$ cat config.mk
export PLATFORM = sky130hd
export DESIGN_NAME = hs_lane_ctrl_regs
export DESIGN_NICKNAME = d
export VERILOG_FILES = /design/src/core/hs_lane_ctrl_regs.v
export VERILOG_INCLUDE_DIRS = /design/src /design/src/core
export SDC_FILE = /design/constraint.sdc
export NUM_CORES = 1
export LEC_CHECK = 0
export BUFFER_PORTS_ARGS = -buffer_cell sky130_fd_sc_hd__buf_2
export CORE_ASPECT_RATIO = 0.5
export CORE_UTILIZATION = 35
export DETAILED_ROUTE_END_ITERATION = 12
export GPL_TIMING_DRIVEN = 0
export PLACE_DENSITY = 0.49
export SLEW_MARGIN = 20
export SYNTH_ARGS = -nofsm -noshare
export SYNTH_HDL_FRONTEND = slang
export SYNTH_SLANG_ARGS = --single-unit
$ cat constraint.sdc
create_clock -name ref_clk_i -period 3.5 [get_ports ref_clk_i]
set_input_delay 0.175 -clock ref_clk_i [delete_from_list [all_inputs] [get_ports ref_clk_i]]
set_output_delay 0.175 -clock ref_clk_i [all_outputs]
set_load 0.05 [all_outputs]
$ cat src/core/hs_lane_ctrl_map.vh
// Register map, field positions, reset values and management frame constants for the lane control bank
`ifndef HS_LANE_CTRL_MAP_VH
`define HS_LANE_CTRL_MAP_VH

// Management device and register offsets
`define LANE_DEVAD 5'h1E
`define CHAN_CTRL_OFS 16'h0001
`define TX_RX_ENABLE_RATE_OFS 16'h0003
`define RX_TUNING_OFS 16'h0004

// Reset values
`define TX_RX_ENABLE_RATE_RST 16'hA848
`define RX_TUNING_RST 16'h1500
`define CHAN_PD_RST 1'b0

// Channel control: global power-down bit
`define CHAN_PD_BIT 15

// Enable/rate register field positions
`define DRIVE_LEVEL_HI 15
`define DRIVE_LEVEL_LO 12
`define TX_ON_BIT 11
`define EQ_FREEZE_BIT 10
`define TX_RATE_HI 9
`define TX_RATE_LO 8
`define GAIN_POL_HI 7
`define GAIN_POL_LO 6
`define OFS_CAL_HI 5
`define OFS_CAL_LO 4
`define RX_ON_BIT 3
`define RX_RATE_HI 2
`define RX_RATE_LO 0

// Rx tuning register field positions
`define TRACK_BIT 15
`define PRECURSOR_HI 14
`define PRECURSOR_LO 12
`define CDR_ORDER_HI 11
`define CDR_ORDER_LO 10
`define CDR_VOTES_HI 9
`define CDR_VOTES_LO 8
`define HF_BOOST_OFF_BIT 6
`define SHORT_CH_BIT 5
`define CURSOR_RED_HI 4
`define CURSOR_RED_LO 0

// Field codes
`define PRECURSOR_OFF 3'h7
`define CURSOR_RES_LO 5'h07
`define CURSOR_RES_HI 5'h0F
`define CDR_ORDER_RES 2'h3

// Management frame
`define PREAMBLE_ONES 6'h20
`define HDR_BITS 4'hD
`define DATA_LAST 4'hF
`define OP_ADDR 2'h0
`define OP_WRITE 2'h1
`define OP_READ_INC 2'h2
`define OP_READ 2'h3

`endif

$ cat src/core/hs_lane_ctrl_regs.v
// Management-bus slave holding the high-speed lane enable/rate and rx tuning registers
`timescale 1ns/10ps
`include "hs_lane_ctrl_map.vh"
module hs_lane_ctrl_regs (
   input wire ref_clk_i,
   input wire nrst_i,
   input wire [4:0] port_addr_i,
   input wire mdc_i,
   input wire mdio_i,
   output reg mdio_o,
   output reg mdio_oe_o,
   input wire chan_powerdown_pin_n_i,
   input wire ref_rate_choice_bit_i,
   input wire rate_manual_enable_i,
   input wire [2:0] auto_rx_rate_i,
   output reg datapath_powerdown_o,
   output reg [3:0] tx_drive_level_o,
   output reg line_tx_on_o,
   output reg line_rx_on_o,
   output reg equalizer_freeze_o,
   output reg [1:0] tx_rate_divider_o,
   output reg [1:0] gain_loop_policy_o,
   output reg [1:0] offset_cal_policy_o,
   output reg [2:0] rx_rate_divider_o,
   output reg rx_rate_reserved_o,
   output reg adc_track_force_o,
   output reg [2:0] rx_precursor_strength_o,
   output reg rx_precursor_off_o,
   output reg [1:0] clock_recovery_order_o,
   output reg clock_recovery_order_reserved_o,
   output reg [1:0] clock_recovery_votes_o,
   output reg hf_boost_off_o,
   output reg short_channel_recovery_o,
   output reg [4:0] tx_cursor_reduction_o,
   output reg tx_cursor_reduction_reserved_o
);

   // Frame state codes
   localparam [1:0] ST_PRE = 2'd0;
   localparam [1:0] ST_HDR = 2'd1;
   localparam [1:0] ST_TA = 2'd2;
   localparam [1:0] ST_DATA = 2'd3;

   // Stored registers
   reg [15:0] enable_rate_q;
   reg [15:0] rx_tuning_q;
   reg chan_pd_q;

   // Management frame engine state
   reg [1:0] state_q;
   reg mdc_q;
   reg [5:0] ones_q;
   reg [3:0] cnt_q;
   reg [12:0] hdr_q;
   reg [15:0] wsh_q;
   reg [15:0] rsh_q;
   reg [15:0] addr_q;
   reg frame_ok_q;

   wire mdc_rise;
   wire [1:0] hdr_op;
   wire [4:0] hdr_prt;
   wire [4:0] hdr_dev;
   wire [15:0] wr_word;
   wire [2:0] rx_rate_field;
   wire rx_rate_manual;
   wire tx_on_eff;
   wire rx_on_eff;

   // Frame is ours when the clause 45 start, port and device all match
   function frame_match;
      input st1;
      input [4:0] prt;
      input [4:0] dev;
      input [4:0] own;
      begin
         frame_match = (st1 == 1'b0) && (prt == own) && (dev == `LANE_DEVAD);
      end
   endfunction

   // Read multiplexer; unmapped offsets in this device read as zero
   function [15:0] read_mux;
      input [15:0] ofs;
      input [15:0] en_rate;
      input [15:0] tuning;
      input pd;
      begin
         if (ofs == `TX_RX_ENABLE_RATE_OFS) begin
            read_mux = en_rate;
         end else if (ofs == `RX_TUNING_OFS) begin
            read_mux = tuning;
         end else if (ofs == `CHAN_CTRL_OFS) begin
            read_mux = {pd, 15'h0000};
         end else begin
            read_mux = 16'h0000;
         end
      end
   endfunction

   // Data path is down for the pin or the global bit; management keeps running
   function path_down;
      input pin_n;
      input pd;
      begin
         path_down = ~pin_n | pd;
      end
   endfunction

   // Lane enable gated by power-down, shared by transmitter and receiver
   function lane_enable;
      input en;
      input pin_n;
      input pd;
      begin
         lane_enable = en & ~path_down(pin_n, pd);
      end
   endfunction

   // Receive rate codes 01x and 100 are reserved; 001 is taken as half rate
   function rate_reserved;
      input [2:0] code;
      begin
         rate_reserved = (code[2:1] == 2'b01) || (code == 3'b100);
      end
   endfunction

   // Precursor code 111 turns the precursor equalizer off
   function precursor_off;
      input [2:0] code;
      begin
         precursor_off = (code == `PRECURSOR_OFF);
      end
   endfunction

   // Loop order code 11 has no defined behaviour
   function order_reserved;
      input [1:0] code;
      begin
         order_reserved = (code == `CDR_ORDER_RES);
      end
   endfunction

   // Cursor reduction codes 00111 to 01111 are reserved
   function cursor_reserved;
      input [4:0] code;
      begin
         cursor_reserved = (code >= `CURSOR_RES_LO) && (code <= `CURSOR_RES_HI);
      end
   endfunction

   // Header fields as sampled: start bit, op, port, device
   assign hdr_op = hdr_q[11:10];
   assign hdr_prt = hdr_q[9:5];
   assign hdr_dev = hdr_q[4:0];
   assign mdc_rise = mdc_i & ~mdc_q;
   assign wr_word = {wsh_q[14:0], mdio_i};

   // Management clock edge detect; mdc must be well below the 40 MHz clock
   always @(posedge ref_clk_i or negedge nrst_i) begin
      if (!nrst_i) begin
         mdc_q <= 1'b0;
      end else begin
         mdc_q <= mdc_i;
      end
   end

   // Frame engine: preamble, header, turnaround, data, and register writes
   always @(posedge ref_clk_i or negedge nrst_i) begin
      if (!nrst_i) begin
         state_q <= ST_PRE;
         ones_q <= 6'h00;
         cnt_q <= 4'h0;
         hdr_q <= 13'h0000;
         wsh_q <= 16'h0000;
         rsh_q <= 16'h0000;
         addr_q <= 16'h0000;
         frame_ok_q <= 1'b0;
         mdio_o <= 1'b0;
         mdio_oe_o <= 1'b0;
         enable_rate_q <= `TX_RX_ENABLE_RATE_RST;
         rx_tuning_q <= `RX_TUNING_RST;
         chan_pd_q <= `CHAN_PD_RST;
      end else if (mdc_rise) begin
         case (state_q)
            ST_PRE: begin
               // Preamble suppression is not supported: 32 ones before every frame
               if (mdio_i) begin
                  if (ones_q != `PREAMBLE_ONES) begin
                     ones_q <= ones_q + 6'h01;
                  end
               end else if (ones_q == `PREAMBLE_ONES) begin
                  state_q <= ST_HDR;
                  cnt_q <= 4'h0;
                  ones_q <= 6'h00;
               end else begin
                  ones_q <= 6'h00;
               end
            end
            ST_HDR: begin
               hdr_q <= {hdr_q[11:0], mdio_i};
               if (cnt_q == `HDR_BITS - 4'h1) begin
                  state_q <= ST_TA;
                  cnt_q <= 4'h0;
               end else begin
                  cnt_q <= cnt_q + 4'h1;
               end
            end
            ST_TA: begin
               if (cnt_q == 4'h0) begin
                  // First turnaround bit: take the read word, start driving zero
                  frame_ok_q <= frame_match(hdr_q[12], hdr_prt, hdr_dev, port_addr_i);
                  rsh_q <= read_mux(addr_q, enable_rate_q, rx_tuning_q, chan_pd_q);
                  cnt_q <= 4'h1;
                  if (frame_match(hdr_q[12], hdr_prt, hdr_dev, port_addr_i) && hdr_op[1]) begin
                     mdio_oe_o <= 1'b1;
                     mdio_o <= 1'b0;
                  end
               end else begin
                  // Second turnaround bit: present the first data bit
                  state_q <= ST_DATA;
                  cnt_q <= 4'h0;
                  if (mdio_oe_o) begin
                     mdio_o <= rsh_q[15];
                     rsh_q <= {rsh_q[14:0], 1'b0};
                  end
               end
            end
            default: begin
               wsh_q <= wr_word;
               if (cnt_q != `DATA_LAST) begin
                  cnt_q <= cnt_q + 4'h1;
                  if (mdio_oe_o) begin
                     mdio_o <= rsh_q[15];
                     rsh_q <= {rsh_q[14:0], 1'b0};
                  end
               end else begin
                  // Last data bit: release the line and commit the frame
                  state_q <= ST_PRE;
                  cnt_q <= 4'h0;
                  mdio_oe_o <= 1'b0;
                  mdio_o <= 1'b0;
                  if (frame_ok_q) begin
                     if (hdr_op == `OP_ADDR) begin
                        addr_q <= wr_word;
                     end else if (hdr_op == `OP_READ_INC) begin
                        addr_q <= addr_q + 16'h0001;
                     end else if (hdr_op == `OP_WRITE) begin
                        // Full-width store for enable/rate and tuning, reserved codes and bits kept as written; channel control keeps bit 15 only
                        if (addr_q == `TX_RX_ENABLE_RATE_OFS) begin
                           enable_rate_q <= wr_word;
                        end else if (addr_q == `RX_TUNING_OFS) begin
                           rx_tuning_q <= wr_word;
                        end else if (addr_q == `CHAN_CTRL_OFS) begin
                           chan_pd_q <= wr_word[`CHAN_PD_BIT];
                        end
                     end
                  end
               end
            end
         endcase
      end
   end

   // Rate rate_manual_enable and effective enables
   assign rx_rate_field = enable_rate_q[`RX_RATE_HI:`RX_RATE_LO];
   assign rx_rate_manual = ref_rate_choice_bit_i | rate_manual_enable_i;
   assign tx_on_eff = lane_enable(enable_rate_q[`TX_ON_BIT], chan_powerdown_pin_n_i, chan_pd_q);
   assign rx_on_eff = lane_enable(enable_rate_q[`RX_ON_BIT], chan_powerdown_pin_n_i, chan_pd_q);

   // Lane controls registered so every output leaves a flip-flop; one cycle behind the store
   always @(posedge ref_clk_i or negedge nrst_i) begin
      if (!nrst_i) begin
         datapath_powerdown_o <= 1'b0;
         tx_drive_level_o <= 4'h0;
         line_tx_on_o <= 1'b0;
         line_rx_on_o <= 1'b0;
         equalizer_freeze_o <= 1'b0;
         tx_rate_divider_o <= 2'h0;
         gain_loop_policy_o <= 2'h0;
         offset_cal_policy_o <= 2'h0;
         rx_rate_divider_o <= 3'h0;
         rx_rate_reserved_o <= 1'b0;
         adc_track_force_o <= 1'b0;
         rx_precursor_strength_o <= 3'h0;
         rx_precursor_off_o <= 1'b0;
         clock_recovery_order_o <= 2'h0;
         clock_recovery_order_reserved_o <= 1'b0;
         clock_recovery_votes_o <= 2'h0;
         hf_boost_off_o <= 1'b0;
         short_channel_recovery_o <= 1'b0;
         tx_cursor_reduction_o <= 5'h00;
         tx_cursor_reduction_reserved_o <= 1'b0;
      end else begin
         // Power state follows the pin one cycle late, like every other lane control
         datapath_powerdown_o <= path_down(chan_powerdown_pin_n_i, chan_pd_q);
         // Enable/rate register fields
         tx_drive_level_o <= enable_rate_q[`DRIVE_LEVEL_HI:`DRIVE_LEVEL_LO];
         line_tx_on_o <= tx_on_eff;
         line_rx_on_o <= rx_on_eff;
         equalizer_freeze_o <= enable_rate_q[`EQ_FREEZE_BIT];
         tx_rate_divider_o <= enable_rate_q[`TX_RATE_HI:`TX_RATE_LO];
         gain_loop_policy_o <= enable_rate_q[`GAIN_POL_HI:`GAIN_POL_LO];
         offset_cal_policy_o <= enable_rate_q[`OFS_CAL_HI:`OFS_CAL_LO];
         // Automatic rate unless software takes it over
         rx_rate_divider_o <= rx_rate_manual ? rx_rate_field : auto_rx_rate_i;
         // 001 taken as half rate; 01x and 100 flagged only while rx_rate_manual is set
         rx_rate_reserved_o <= rx_rate_manual && rate_reserved(rx_rate_field);
         // Tuning register fields; reserved codes pass through and are only flagged
         adc_track_force_o <= rx_tuning_q[`TRACK_BIT];
         rx_precursor_strength_o <= rx_tuning_q[`PRECURSOR_HI:`PRECURSOR_LO];
         rx_precursor_off_o <= precursor_off(rx_tuning_q[`PRECURSOR_HI:`PRECURSOR_LO]);
         clock_recovery_order_o <= rx_tuning_q[`CDR_ORDER_HI:`CDR_ORDER_LO];
         clock_recovery_order_reserved_o <= order_reserved(rx_tuning_q[`CDR_ORDER_HI:`CDR_ORDER_LO]);
         clock_recovery_votes_o <= rx_tuning_q[`CDR_VOTES_HI:`CDR_VOTES_LO];
         hf_boost_off_o <= rx_tuning_q[`HF_BOOST_OFF_BIT];
         short_channel_recovery_o <= rx_tuning_q[`SHORT_CH_BIT];
         tx_cursor_reduction_o <= rx_tuning_q[`CURSOR_RED_HI:`CURSOR_RED_LO];
         tx_cursor_reduction_reserved_o <= cursor_reserved(rx_tuning_q[`CURSOR_RED_HI:`CURSOR_RED_LO]);
      end
   end

endmodule

# After elaboration in Yosys (flattened, before gate mapping)
# Index checks and enable logic that the tools add are counted.
[op_classes] add_sub_neg=3 n_lt_le_gt_ge=2 eq_ne=27 n_mux=33 bitwise_logic=16 n_reduce_logical=26
[op_table] operator="two-way mux 16 bit" n=8
[op_table] operator="one-hot mux 16 bit (2 select lines)" n=1
[op_table] operator="adder 16 x 1 -> 16 bit (second input constant)" n=1
[op_table] operator="== test 16 x 1 -> 1 bit (second input constant)" n=1
[op_table] operator="== test 16 x 2 -> 1 bit (second input constant)" n=1
[op_table] operator="== test 16 x 3 -> 1 bit (second input constant)" n=1
[op_table] operator="two-way mux 4 bit" n=4
[op_table] operator="AND reduction 3 bit" n=5
[op_table] operator="two-way mux 6 bit" n=2
[op_table] operator="!= test 2 bit (second input constant)" n=6
[op_table] operator="one-hot mux 4 bit (3 select lines)" n=1
[op_table] operator="NOT 1 bit" n=11
[op_table] operator="two-way mux 2 bit" n=5
[op_table] operator="AND reduction 10 bit" n=1
[op_table] operator="AND reduction 5 bit" n=2
[op_table] operator="AND reduction 9 bit" n=1
[op_table] operator="two-way mux 1 bit" n=8
[op_table] operator="AND reduction 8 bit" n=1
[op_table] operator="adder 6 x 1 -> 6 bit (second input constant)" n=1
[op_table] operator="== test 2 x 1 -> 1 bit (second input constant)" n=3
[op_table] operator="== test 2 bit (second input constant)" n=3
[op_table] operator="== test 3 bit (second input constant)" n=2
[op_table] operator="== test 6 bit (second input constant)" n=1
[op_table] operator="!= test 6 bit (second input constant)" n=1
[op_table] operator="24 further kinds" n=36
[word_totals] register_bits=145 out_inout_bits=38

# Depth between registers and ports, before layout
# Gate-level depths: netlist of run 1.
[logic_depth] ltp_word=7 mapped_depth=9 ltp_nobuf=7

# Least setup slack after synthesis of run 1
# No wires, ideal clock.
[synth_path] path_type="reg2reg" startpoint="register state_q[1]" endpoint="register rx_tuning_q[11]" arrival_time_ns=2.022 required_ns=3.375 path_slack_ns=1.353 stages_incl_launch_ff=9 n_path_buf=2 path_cell_list="dfrtp_1 ha_1 nand3b_2 buf_4 nor3_4 nand4b_4 nor3_4 buf_8 mux2_4"
[synth_via] elab_chain_len=4 elab_cells_between_ends=6
[synth_lines] item="start: declaration" line="hs_lane_ctrl_regs.v:50" source="reg [1:0] state_q;"
[synth_lines] item="start signal: assignment" line="hs_lane_ctrl_regs.v:170" source="state_q <= ST_PRE;"
[synth_lines] item="start signal: assignment" line="hs_lane_ctrl_regs.v:192" source="state_q <= ST_HDR;"
[synth_lines] item="start signal: assignment" line="hs_lane_ctrl_regs.v:202" source="state_q <= ST_TA;"
[synth_lines] item="== test 2 bit, or another cell as far along" line="hs_lane_ctrl_regs.v:184" source="case (state_q)"
[synth_lines] item="OR reduction 3 bit (no source line) *"
[synth_lines] item="NOT 1 bit (no source line) *"
[synth_lines] item="AND reduction 9 bit (no source line) *"
[synth_lines] item="end signal: assignment" line="hs_lane_ctrl_regs.v:181" source="rx_tuning_q <= `RX_TUNING_RST;"
[synth_lines] item="end signal: assignment" line="hs_lane_ctrl_regs.v:252" source="rx_tuning_q <= wr_word;"
[synth_lines] item="end: declaration" line="hs_lane_ctrl_regs.v:46" source="reg [15:0] rx_tuning_q;"
# Every way passes the cells marked *; elsewhere a longest branch is shown, timed or not.
# A chain may end at the register's enable or synchronous reset.

# Worst setup path in the final report of run 1
[layout_path] startpoint="register state_q[1]" endpoint="register rsh_q[14]"
[layout_via] elab_chain_len=4 elab_cells_between_ends=8
[layout_lines] item="== test 2 x 1 -> 1 bit or logical NOT 2 bit (tied branches)" line="hs_lane_ctrl_regs.v:184"
[layout_lines] item="OR reduction 2 bit (no source line)"
[layout_lines] item="NOT 1 bit (no source line)"
[layout_lines] item="AND reduction 3 bit (no source line)"
[layout_lines] item="end signal: assignment" line="hs_lane_ctrl_regs.v:212" source="rsh_q <= read_mux(addr_q, enable_rate_q, rx_tuning_q, chan_pd_q);"
[layout_lines] item="end signal: assignment" line="hs_lane_ctrl_regs.v:224" source="rsh_q <= {rsh_q[14:0], 1'b0};"
[layout_lines] item="end signal: assignment" line="hs_lane_ctrl_regs.v:234" source="rsh_q <= {rsh_q[14:0], 1'b0};"
[layout_lines] item="end: declaration" line="hs_lane_ctrl_regs.v:56" source="reg [15:0] rsh_q;"
# Parallel ways exist; a longest one is shown, timed or not.

==> summary.md, run 1 <==
| Metric | Value |
|---|---|
| Die area | 18,700 um^2 |
| Run status | completed |
| Mapped cell area | 6340 um^2 |
| Cell row count | 34 |
| Syn Inst Count | 534 |
| Number of DRC markers in iteration 0 | 222 |
| Number of setup buffers added after CTS | 0 |
| Reg2reg start | state_q[1]$_DFFE_PN0P_ |
| Ys Warns | 0 |
| Initial Util | 36.2% |
| Worst R2R Path Depth | 9 |
| Total Power | 4470 uW |
| Critical Path Fanout Max | 10 |
| Initial antenna violation count | 0 |
| Post-synth EDFFs | 0 |
| Setup tns final | 0 ns |
| Worst hold start | ref_rate_choice_bit_i |
| Largest net degree at the start of global routing | 87 |
| Crit Reg-Reg Endpoint | rsh_q[14]$_DFFE_PN0P_ |
| Avg Vias per Cell | 5.16 |
| Main synth FF type | dfrtp_1 |
| Hold EP | rx_rate_reserved_o$_DFF_PN0_ |
| Hold WS | 0.0523 ns |
| Area Growth Syn to Fin | 19.2% |
| Ports | 53 |
| RePlAce Congestion | 0.853 |
| Seq/Total Area, Yosys | 57.4% |
| Peak VDD IR | 0.364 mV |
| GR Overflow Total | 0 |
| Cells on Worst Hold Path | 3 |
| Die Y-Extent | 97.2 um |
| Pre-antenna DRT Iters | 5 |
| Via count | 4,430 |
| H-tree levels | 4 |
| Period utilization | 80.4% |
| Post-route ant nets | 0 |
| # diodes | 0 |
| Final WS setup | 0.686 ns |
| Synth area leaders | dfrtp_1 54%, mux2_2 9.8%, dfstp_2 3.3% |
| CP Class | register to register |
| RSZ-0062 raised after global routing | no |
| Critical Path Source | state_q[1]$_DFFE_PN0P_ |
| Measured slew at the worst slew-check pin | 0.703 ns |
| Post-Syn Nets | 560 |
| Endpoints failing setup | 0 |
| Synth Area per Inst | 11.9 um^2 |
| Relative slew slack | 53.1% |
| Root Buffer | clkbuf_16 |
| Detailed Place HPWL | 10,200 um |
| Util after Layout | 43.1% |
| Clk sinks | 145 |
| DRC viols | 0 |
| Setup WS pre-CTS | 0.838 ns |
| Power density over cell area | 591 nW/um^2 |
| Top cells by count, synth | 137 x dfrtp_1, 55 x mux2_2, 50 x nand2_1 |
| Synth area leader | dfrtp_1 |
| Hold Path Class | input port to register |
| Top achievable clock speed | 355 MHz |
| CP Capture Type | register |
| FF-to-FF setup slack | 0.69 ns |
| Fill count | 1,668 |
| Leak | 0.00353 uW |
| Clk_skew | 0.00618 ns |
| Number of synthesized register bits | 145 |
| Startpoint Class | register |
| WL per Instance | 17.5 um |
| Port Buffers | 52 |
| CTS buffer count | 17 |
| Data arrival, critical path | 3.14 ns |
| Final Hold Fails | 0 |
| Vias in the first global route | 4,428 |
| Max Root-Sink Buffers | 2 |
| Ys async rst share | 100% |
| Die X | 192 um |
| Layout cells sized above 1 | 27.4% |
| Most common cell in the netlist | dfrtp_1 |
| GRT Overall Usage | 17.2% |
| Drt total wl | 15,000 um |
| Final Max Slew Viols | 0 |
| CTS tree | yes |
| CTS clk-pin slew, worst paths | 0.06 ns |
| Fin crit period | 2.81 ns |
| Synth top area share | 54.1% |
| Core ar. | 17,500 um^2 |
| Worst-skew pair later-pin latency | 0.42 ns |
| Nets | 638 |
| CP required | 3.83 ns |
| First-pass GRT wire length | 24,700 um |
| Cell variety after synth | 59 |
| Max cap viols | 0 |
==> power by group <==
part,internal [uW],total (uW),switching (uW)
registers,1820,1990,168
logic,282,700,418
clock network,1050,1780,731
==> layout by cell type (no fill, tap or decap), drive strengths merged, types with 3 or more instances in the layout <==
cell type	synthesis	routed
o21ai	26	26
nand3	16	16
dlygate4sd3	0	6
buf	5	58
and3	7	7
nor4	7	7
nand2	50	50
nor3	13	13
clkinv	0	7
mux2i	5	5
xor2	5	5
inv	16	18
mux2	65	65
o31ai	4	4
dfrtp	137	137
a21oi	27	27
ha	11	11
or3	3	3
nand4	8	8
o211ai	12	12
o22ai	11	11
nor2	24	24
a31oi	5	5
a22oi	17	17
clkbuf	18	37
nand4b	3	3
dfstp	8	8
nand2b	4	4
==> what timing repair did <==
item	in CTS	in global routing
hold endpoints to repair	84	0
hold buffers	6	0
gates resized for setup	0	0
==> routing by layer <==
metal  global-route usage, %  vias up  share of wire, %
met5                       0        -                 0
met4                    5.57        0              0.95
met3                    4.77       16               4.6
met2                    24.3       88                43
met1                    25.2     2227                51
li1                        -     2099                 -
==> area by class of cell <==
cell class              count  area [um^2]  area share [%]
well taps                 234          293            3.87
clock buffers              19          433            5.73
multi-input cells         350         2540            33.6
clock inverters            12          135            1.79
inverters                  16         60.1           0.795
flip-flops and latches    145         3640            48.1
plain buffers              23          104            1.37
repair buffers             59          358            4.74
==> sequential cells by signal (all words and copies together) (netlist names), 3 cells and up <==
register	flops
cnt_q	4
rsh_q	16
rx_precursor_strength_o	3
wsh_q	15
enable_rate_q	16
tx_drive_level_o	4
ones_q	6
rx_rate_divider_o	3
rx_tuning_q	16
hdr_q	13
addr_q	16
tx_cursor_reduction_o	5
==> worst max-delay path by stage <==
stage | end | slack, ns | cells after the start
CTS | rsh_q[14]$_DFFE_PN0P_ | 0.82 | 9
detailed placement | rsh_q[10]$_DFFE_PN0P_ | 0.84 | 9
global placement | state_q[0]$_DFFE_PN0P_ | 0.07 | 1
global route | rsh_q[5]$_DFFE_PN0P_ | 0.57 | 9
finish | rsh_q[14]$_DFFE_PN0P_ | 0.69 | 9
floorplan | rx_tuning_q[11]$_DFFE_PN0P_ | 1.35 | 8
==> through the flow <==
step	instance area (um^2)	cells
CTS	7560	858
finish	7560	858
detailed placement	6930	821
floorplan	6340	534
global route	7560	858
global placement	6890	820
==> cells by family after synthesis <==
logic type               count (synthesis)  share of synthesized area, %
flip-flops                             145                          57.4
AND/OR/NAND/NOR                        146                          12.5
multiplexers                            70                          12.9
XOR/XNOR                                 5                         0.691
adder cells (fa/ha/maj)                 11                          2.17
AO/OA/AOI/OAI                          118                          11.7
buffers and inverters                   39                          2.59
==> critical path: stages, from the launching register on <==
cell and delay, ns:
dfrtp_1 0.38, inv_1 0.08, ha_1 0.29, nor4b_2 0.68, o21a_1 0.33, and3_1 0.26, clkbuf_1 0.25, buf_2 0.28
nand2_1 0.08, o211ai_1 0.10
No activity file was read; power rests on OpenSTA's default activity.
==> run 2, diff against run 1 <==
Settings changed: ABC_AREA set to 1, PLACE_DENSITY 0.49 to 0.51.
Clock period 3.5 ns to 2.5 ns, I/O delays scaled along.
==> run 2 against run 1 <==
  * Sequential power rose by 48%
  * Critical path depth did not move
  * Largest cell class unchanged
  * Area after synthesis up 10%
  * Wire length grew 14%
  * First-iteration DRC count rose by 30%
  * Critical path type unchanged
  * Synthesized cell count increased by 48%
  * Core utilization is 0.53 points lower
  * Highest routed layer unchanged
==> summary.md, run 2 <==
| Metric | Value |
|---|---|
| Die X | 202 um (was 192 um) |
| Leak | 0.00401 uW (was 0.00353 uW) |
| Vias in the first global route | 5,127 (was 4,428) |
| Ys Warns | 0 (unchanged) |
| Final instance area | 8310 um^2 (was 7560 um^2) |
| Most common cell after layout, fill and taps aside | nand2_1 (was dfrtp_1) |
| Peak VDD IR | 0.476 mV (was 0.364 mV) |
| Clock share of power | 38.4% (was 39.9%) |
| Area post-placement | 7620 um^2 (was 6930 um^2) |
| Post-CTS Hold Buffers | 5 (was 6) |
| Post-route ant nets | 0 (unchanged) |
| Worst-skew pair later-pin latency | 0.44 ns (was 0.42 ns) |
| Hold Path Class | input port to register (unchanged) |
| Total Power | 7220 uW (was 4470 uW) |
| Number of synthesized register bits | 145 (unchanged) |
| Pre-antenna DRT Iters | 5 (unchanged) |
| RSZ-0062 raised after global routing | no (unchanged) |
| Number of setup buffers added after CTS | 0 (unchanged) |
| GR Overflow Total | 0 (unchanged) |
| Most frequent cells in the layout | 154 x nand2_1, 137 x dfrtp_1, 89 x inv_1 (was 137 x dfrtp_1, 55 x mux2_2, 53 x buf_2) |
| CP dominant cell by count | a21oi_1 |
| WL per Instance | 14.9 um (was 17.5 um) |
| Drt total wl | 17,100 um (was 15,000 um) |
| Synth Area per Inst | 8.84 um^2 (was 11.9 um^2) |
| Die Y-Extent | 102 um (was 97.2 um) |
| CP Class | register to register (unchanged) |
| Crit-path slowest cell | dfrtp_1 (was nor4b_2) |
| CP Buf/Inv Count | 3 (unchanged) |
| GRT Overall Usage | 17.6% (was 17.2%) |
| Ys async rst share | 100% (unchanged) |
| Ports | 53 (unchanged) |
| FF-to-FF setup slack | 0.43 ns (was 0.69 ns) |
| CTS buffer count | 17 (unchanged) |
| Endpoints failing setup | 0 (unchanged) |
| Clk sinks | 145 (unchanged) |
| Final Hold Fails | 0 (unchanged) |
| Top cells by count, synth | 154 x nand2_1, 137 x dfrtp_1, 89 x inv_1 (was 137 x dfrtp_1, 55 x mux2_2, 50 x nand2_1) |
| Nets | 893 (was 638) |
| Internal power | 4880 uW (was 3150 uW) |
| Max cap viols | 0 (unchanged) |
| Period utilization | 82.8% (was 80.4%) |
| Clk_skew | 0.0151 ns (was 0.00618 ns) |
| Mapped cell area | 6990 um^2 (was 6340 um^2) |
| Root Buffer | clkbuf_16 (unchanged) |
| Most common cell in the netlist | nand2_1 (was dfrtp_1) |
| Hold EP | datapath_powerdown_o$_DFF_PN0_ (was rx_rate_reserved_o$_DFF_PN0_) |
| Port Buffers | 51 (was 52) |
| Seq/Total Area, Yosys | 52.0% (was 57.4%) |
| Startpoint Class | register (unchanged) |
| Worst R2R Path Depth | 9 (unchanged) |
| Number of DRC markers in iteration 0 | 289 (was 222) |
| First-pass GRT wire length | 27,700 um (was 24,700 um) |
| Worst hold start | chan_powerdown_pin_n_i (was ref_rate_choice_bit_i) |
| Max Root-Sink Buffers | 2 (unchanged) |
| Final Max Slew Viols | 0 (unchanged) |
| CTS clk-pin slew, worst paths | 0.06 ns (about the same) |
| Cell Chain, Critical Path | inv_1 -> ha_1 -> nor2_1 -> nand2_1 -> nor2_4 -> inv_2 -> buf_4 -> a21oi_1 -> a21oi_1 (was inv_1 -> ha_1 -> nor4b_2 -> o21a_1 -> and3_1 -> clkbuf_1 -> buf_2 -> nand2_1 -> o211ai_1) |
| NetSw | 2340 uW (was 1320 uW) |
| Power density over cell area | 869 nW/um^2 (was 591 nW/um^2) |
| Switching Fraction | 32.4% (was 29.5%) |
| Final WS setup | 0.430 ns (was 0.686 ns) |
| Run status | completed (unchanged) |
| Relative slew slack | 46.3% (was 53.1%) |
| Cell row count | 36 (was 34) |
| Detailed Place HPWL | 12,400 um (was 10,200 um) |
| Hold WS | 0.0242 ns (was 0.0523 ns) |
| Data arrival, critical path | 2.38 ns (was 3.14 ns) |
| Area Growth Syn to Fin | 18.8% (was 19.2%) |
| RePlAce Congestion | 0.853 (about the same) |
| Largest net degree at the start of global routing | 87 (unchanged) |
| Initial antenna violation count | 0 (unchanged) |
| Post_cts resized | 0 (unchanged) |
| Synth area leaders | dfrtp_1 49%, nand2_1 8.3%, o21ai_0 4.9% (was dfrtp_1 54%, mux2_2 9.8%, dfstp_2 3.3%) |
| Fill count | 1,976 (was 1,668) |
| H-tree levels | 4 (unchanged) |
| Via count | 5,454 (was 4,430) |
| Fin crit period | 2.07 ns (was 2.81 ns) |
| Cells on Worst Hold Path | 2 (was 3) |
| Top achievable clock speed | 483 MHz (was 355 MHz) |
| Crit Reg-Reg Endpoint | rsh_q[7]$_DFFE_PN0P_ (was rsh_q[14]$_DFFE_PN0P_) |
| DRC viols | 0 (unchanged) |
| Main synth FF type | dfrtp_1 (unchanged) |
| # diodes | 0 (unchanged) |
| Post-synth EDFFs | 0 (unchanged) |
| Measured slew at the worst slew-check pin | 0.799 ns (was 0.703 ns) |
| Die area | 20,600 um^2 (was 18,700 um^2) |
| Register share of total power | 40.7% (was 44.5%) |
| Avg Vias per Cell | 4.76 (was 5.16) |
| Synth area leader | dfrtp_1 (unchanged) |
| Cell family with most CP delay | simple AND/OR/NAND/NOR gates (unchanged) |
| Core ar. | 19,500 um^2 (was 17,500 um^2) |
| Initial Util | 35.8% (was 36.2%) |
| Setup WS pre-CTS | 0.473 ns (was 0.838 ns) |
| Combinational share of power | 20.9% (was 15.7%) |
| Worst stage delay on the critical path | 0.40 ns (was 0.68 ns) |
| CP Capture Type | register (unchanged) |
| Syn Inst Count | 791 (was 534) |
| CTS tree | yes (unchanged) |
| Post-Syn Nets | 817 (was 560) |
| Critical Path Fanout Max | 10 (unchanged) |
| Cell variety after synth | 39 (was 59) |
| Layout cells sized above 1 | 21.7% (was 27.4%) |
| CP required | 2.81 ns (was 3.83 ns) |
| Synth top area share | 49.0% (was 54.1%) |
| Reg2reg start | state_q[1]$_DFFE_PN0P_ (unchanged) |
==> run 2: worst reg2reg max path, delay by kind of cell, from the launching register on <==
kind | cells | cell delay (ns)
flops | 1 | 0.40
fa+ha+maj | 1 | 0.27
compound gates | 2 | 0.24
simple gates | 3 | 0.66
buf+inv | 3 | 0.38
==> run 2: worst max-delay path by stage <==
| stage | startpoint | to | slack (ns) | cells past startpoint |
|---|---|---|---|---|
| floorplan | state_q[1]$_DFFE_PN0P_ | rsh_q[12]$_DFFE_PN0P_ | 0.87 | 9 |
| global placement | nrst_i | hdr_q[8]$_DFFE_PN0P_ | -0.92 | 1 |
| detailed placement | state_q[0]$_DFFE_PN0P_ | rsh_q[15]$_DFFE_PN0P_ | 0.47 | 7 |
| CTS | state_q[0]$_DFFE_PN0P_ | rsh_q[15]$_DFFE_PN0P_ | 0.44 | 7 |
| global route | state_q[0]$_DFFE_PN0P_ | rsh_q[15]$_DFFE_PN0P_ | 0.28 | 7 |
| finish | state_q[1]$_DFFE_PN0P_ | rsh_q[7]$_DFFE_PN0P_ | 0.43 | 9 |
==> run 2: metal layers <==
| layer | GRT usage [%] | vias up | part of all wire [%] |
|---|---|---|---|
| met4 | 6.06 | 0 | 0.83 |
| li1 | - | 2739 | - |
| met2 | 25.5 | 88 | 42 |
| met1 | 26.0 | 2615 | 54 |
| met3 | 3.76 | 12 | 3.0 |
| met5 | 0 | - | 0 |
==> run 2: cells by family (layout without fill, tap and decap cells) <==
group / count (synthesis) / after routing / share of synthesized area (%)
multiplexers: 6 / 6 / 0.966
flip-flops: 145 / 145 / 52.0
adder cells (fa/ha/maj): 11 / 11 / 1.97
AND/OR/NAND/NOR: 315 / 315 / 21.0
buffers and inverters: 126 / 215 / 7.91
XOR/XNOR: 11 / 11 / 1.38
AO/OA/AOI/OAI: 177 / 177 / 14.7
==> run 2: power by group through the flow <==
stage / combinational (uW) / sequential, uW / clock (uW)
after floorplan: 1090 / 2940 / 0
after global placement: 1470 / 2970 / 0
after detailed placement: 1500 / 2980 / 0
after CTS: 1510 / 2940 / 2840
after global routing: 1720 / 2990 / 2930
final: 1510 / 2940 / 2770
==> run 2: area by class of cell <==
type                       count  area [um^2]  share of cell area [%]
inverter                      99          375                    4.52
clock buffer                  19          443                    5.33
sequential                   145         3640                    43.8
timing repair buffer          57          343                    4.13
tap                          266          333                    4.01
buffer                        27          178                    2.14
clock inverter                13          196                    2.36
multi-input combinational    520         2800                    33.7
==> run 2: metrics by stage <==
step	util (%)	std cells	TNS, ns
2_1_floorplan	-	791	0
4_1_cts	42.6	1146	0
5_1_grt	42.6	1146	0
3_5_place_dp	39.1	1109	0
3_3_place_gp	38.9	1108	-124.66
6_report	42.6	1146	0
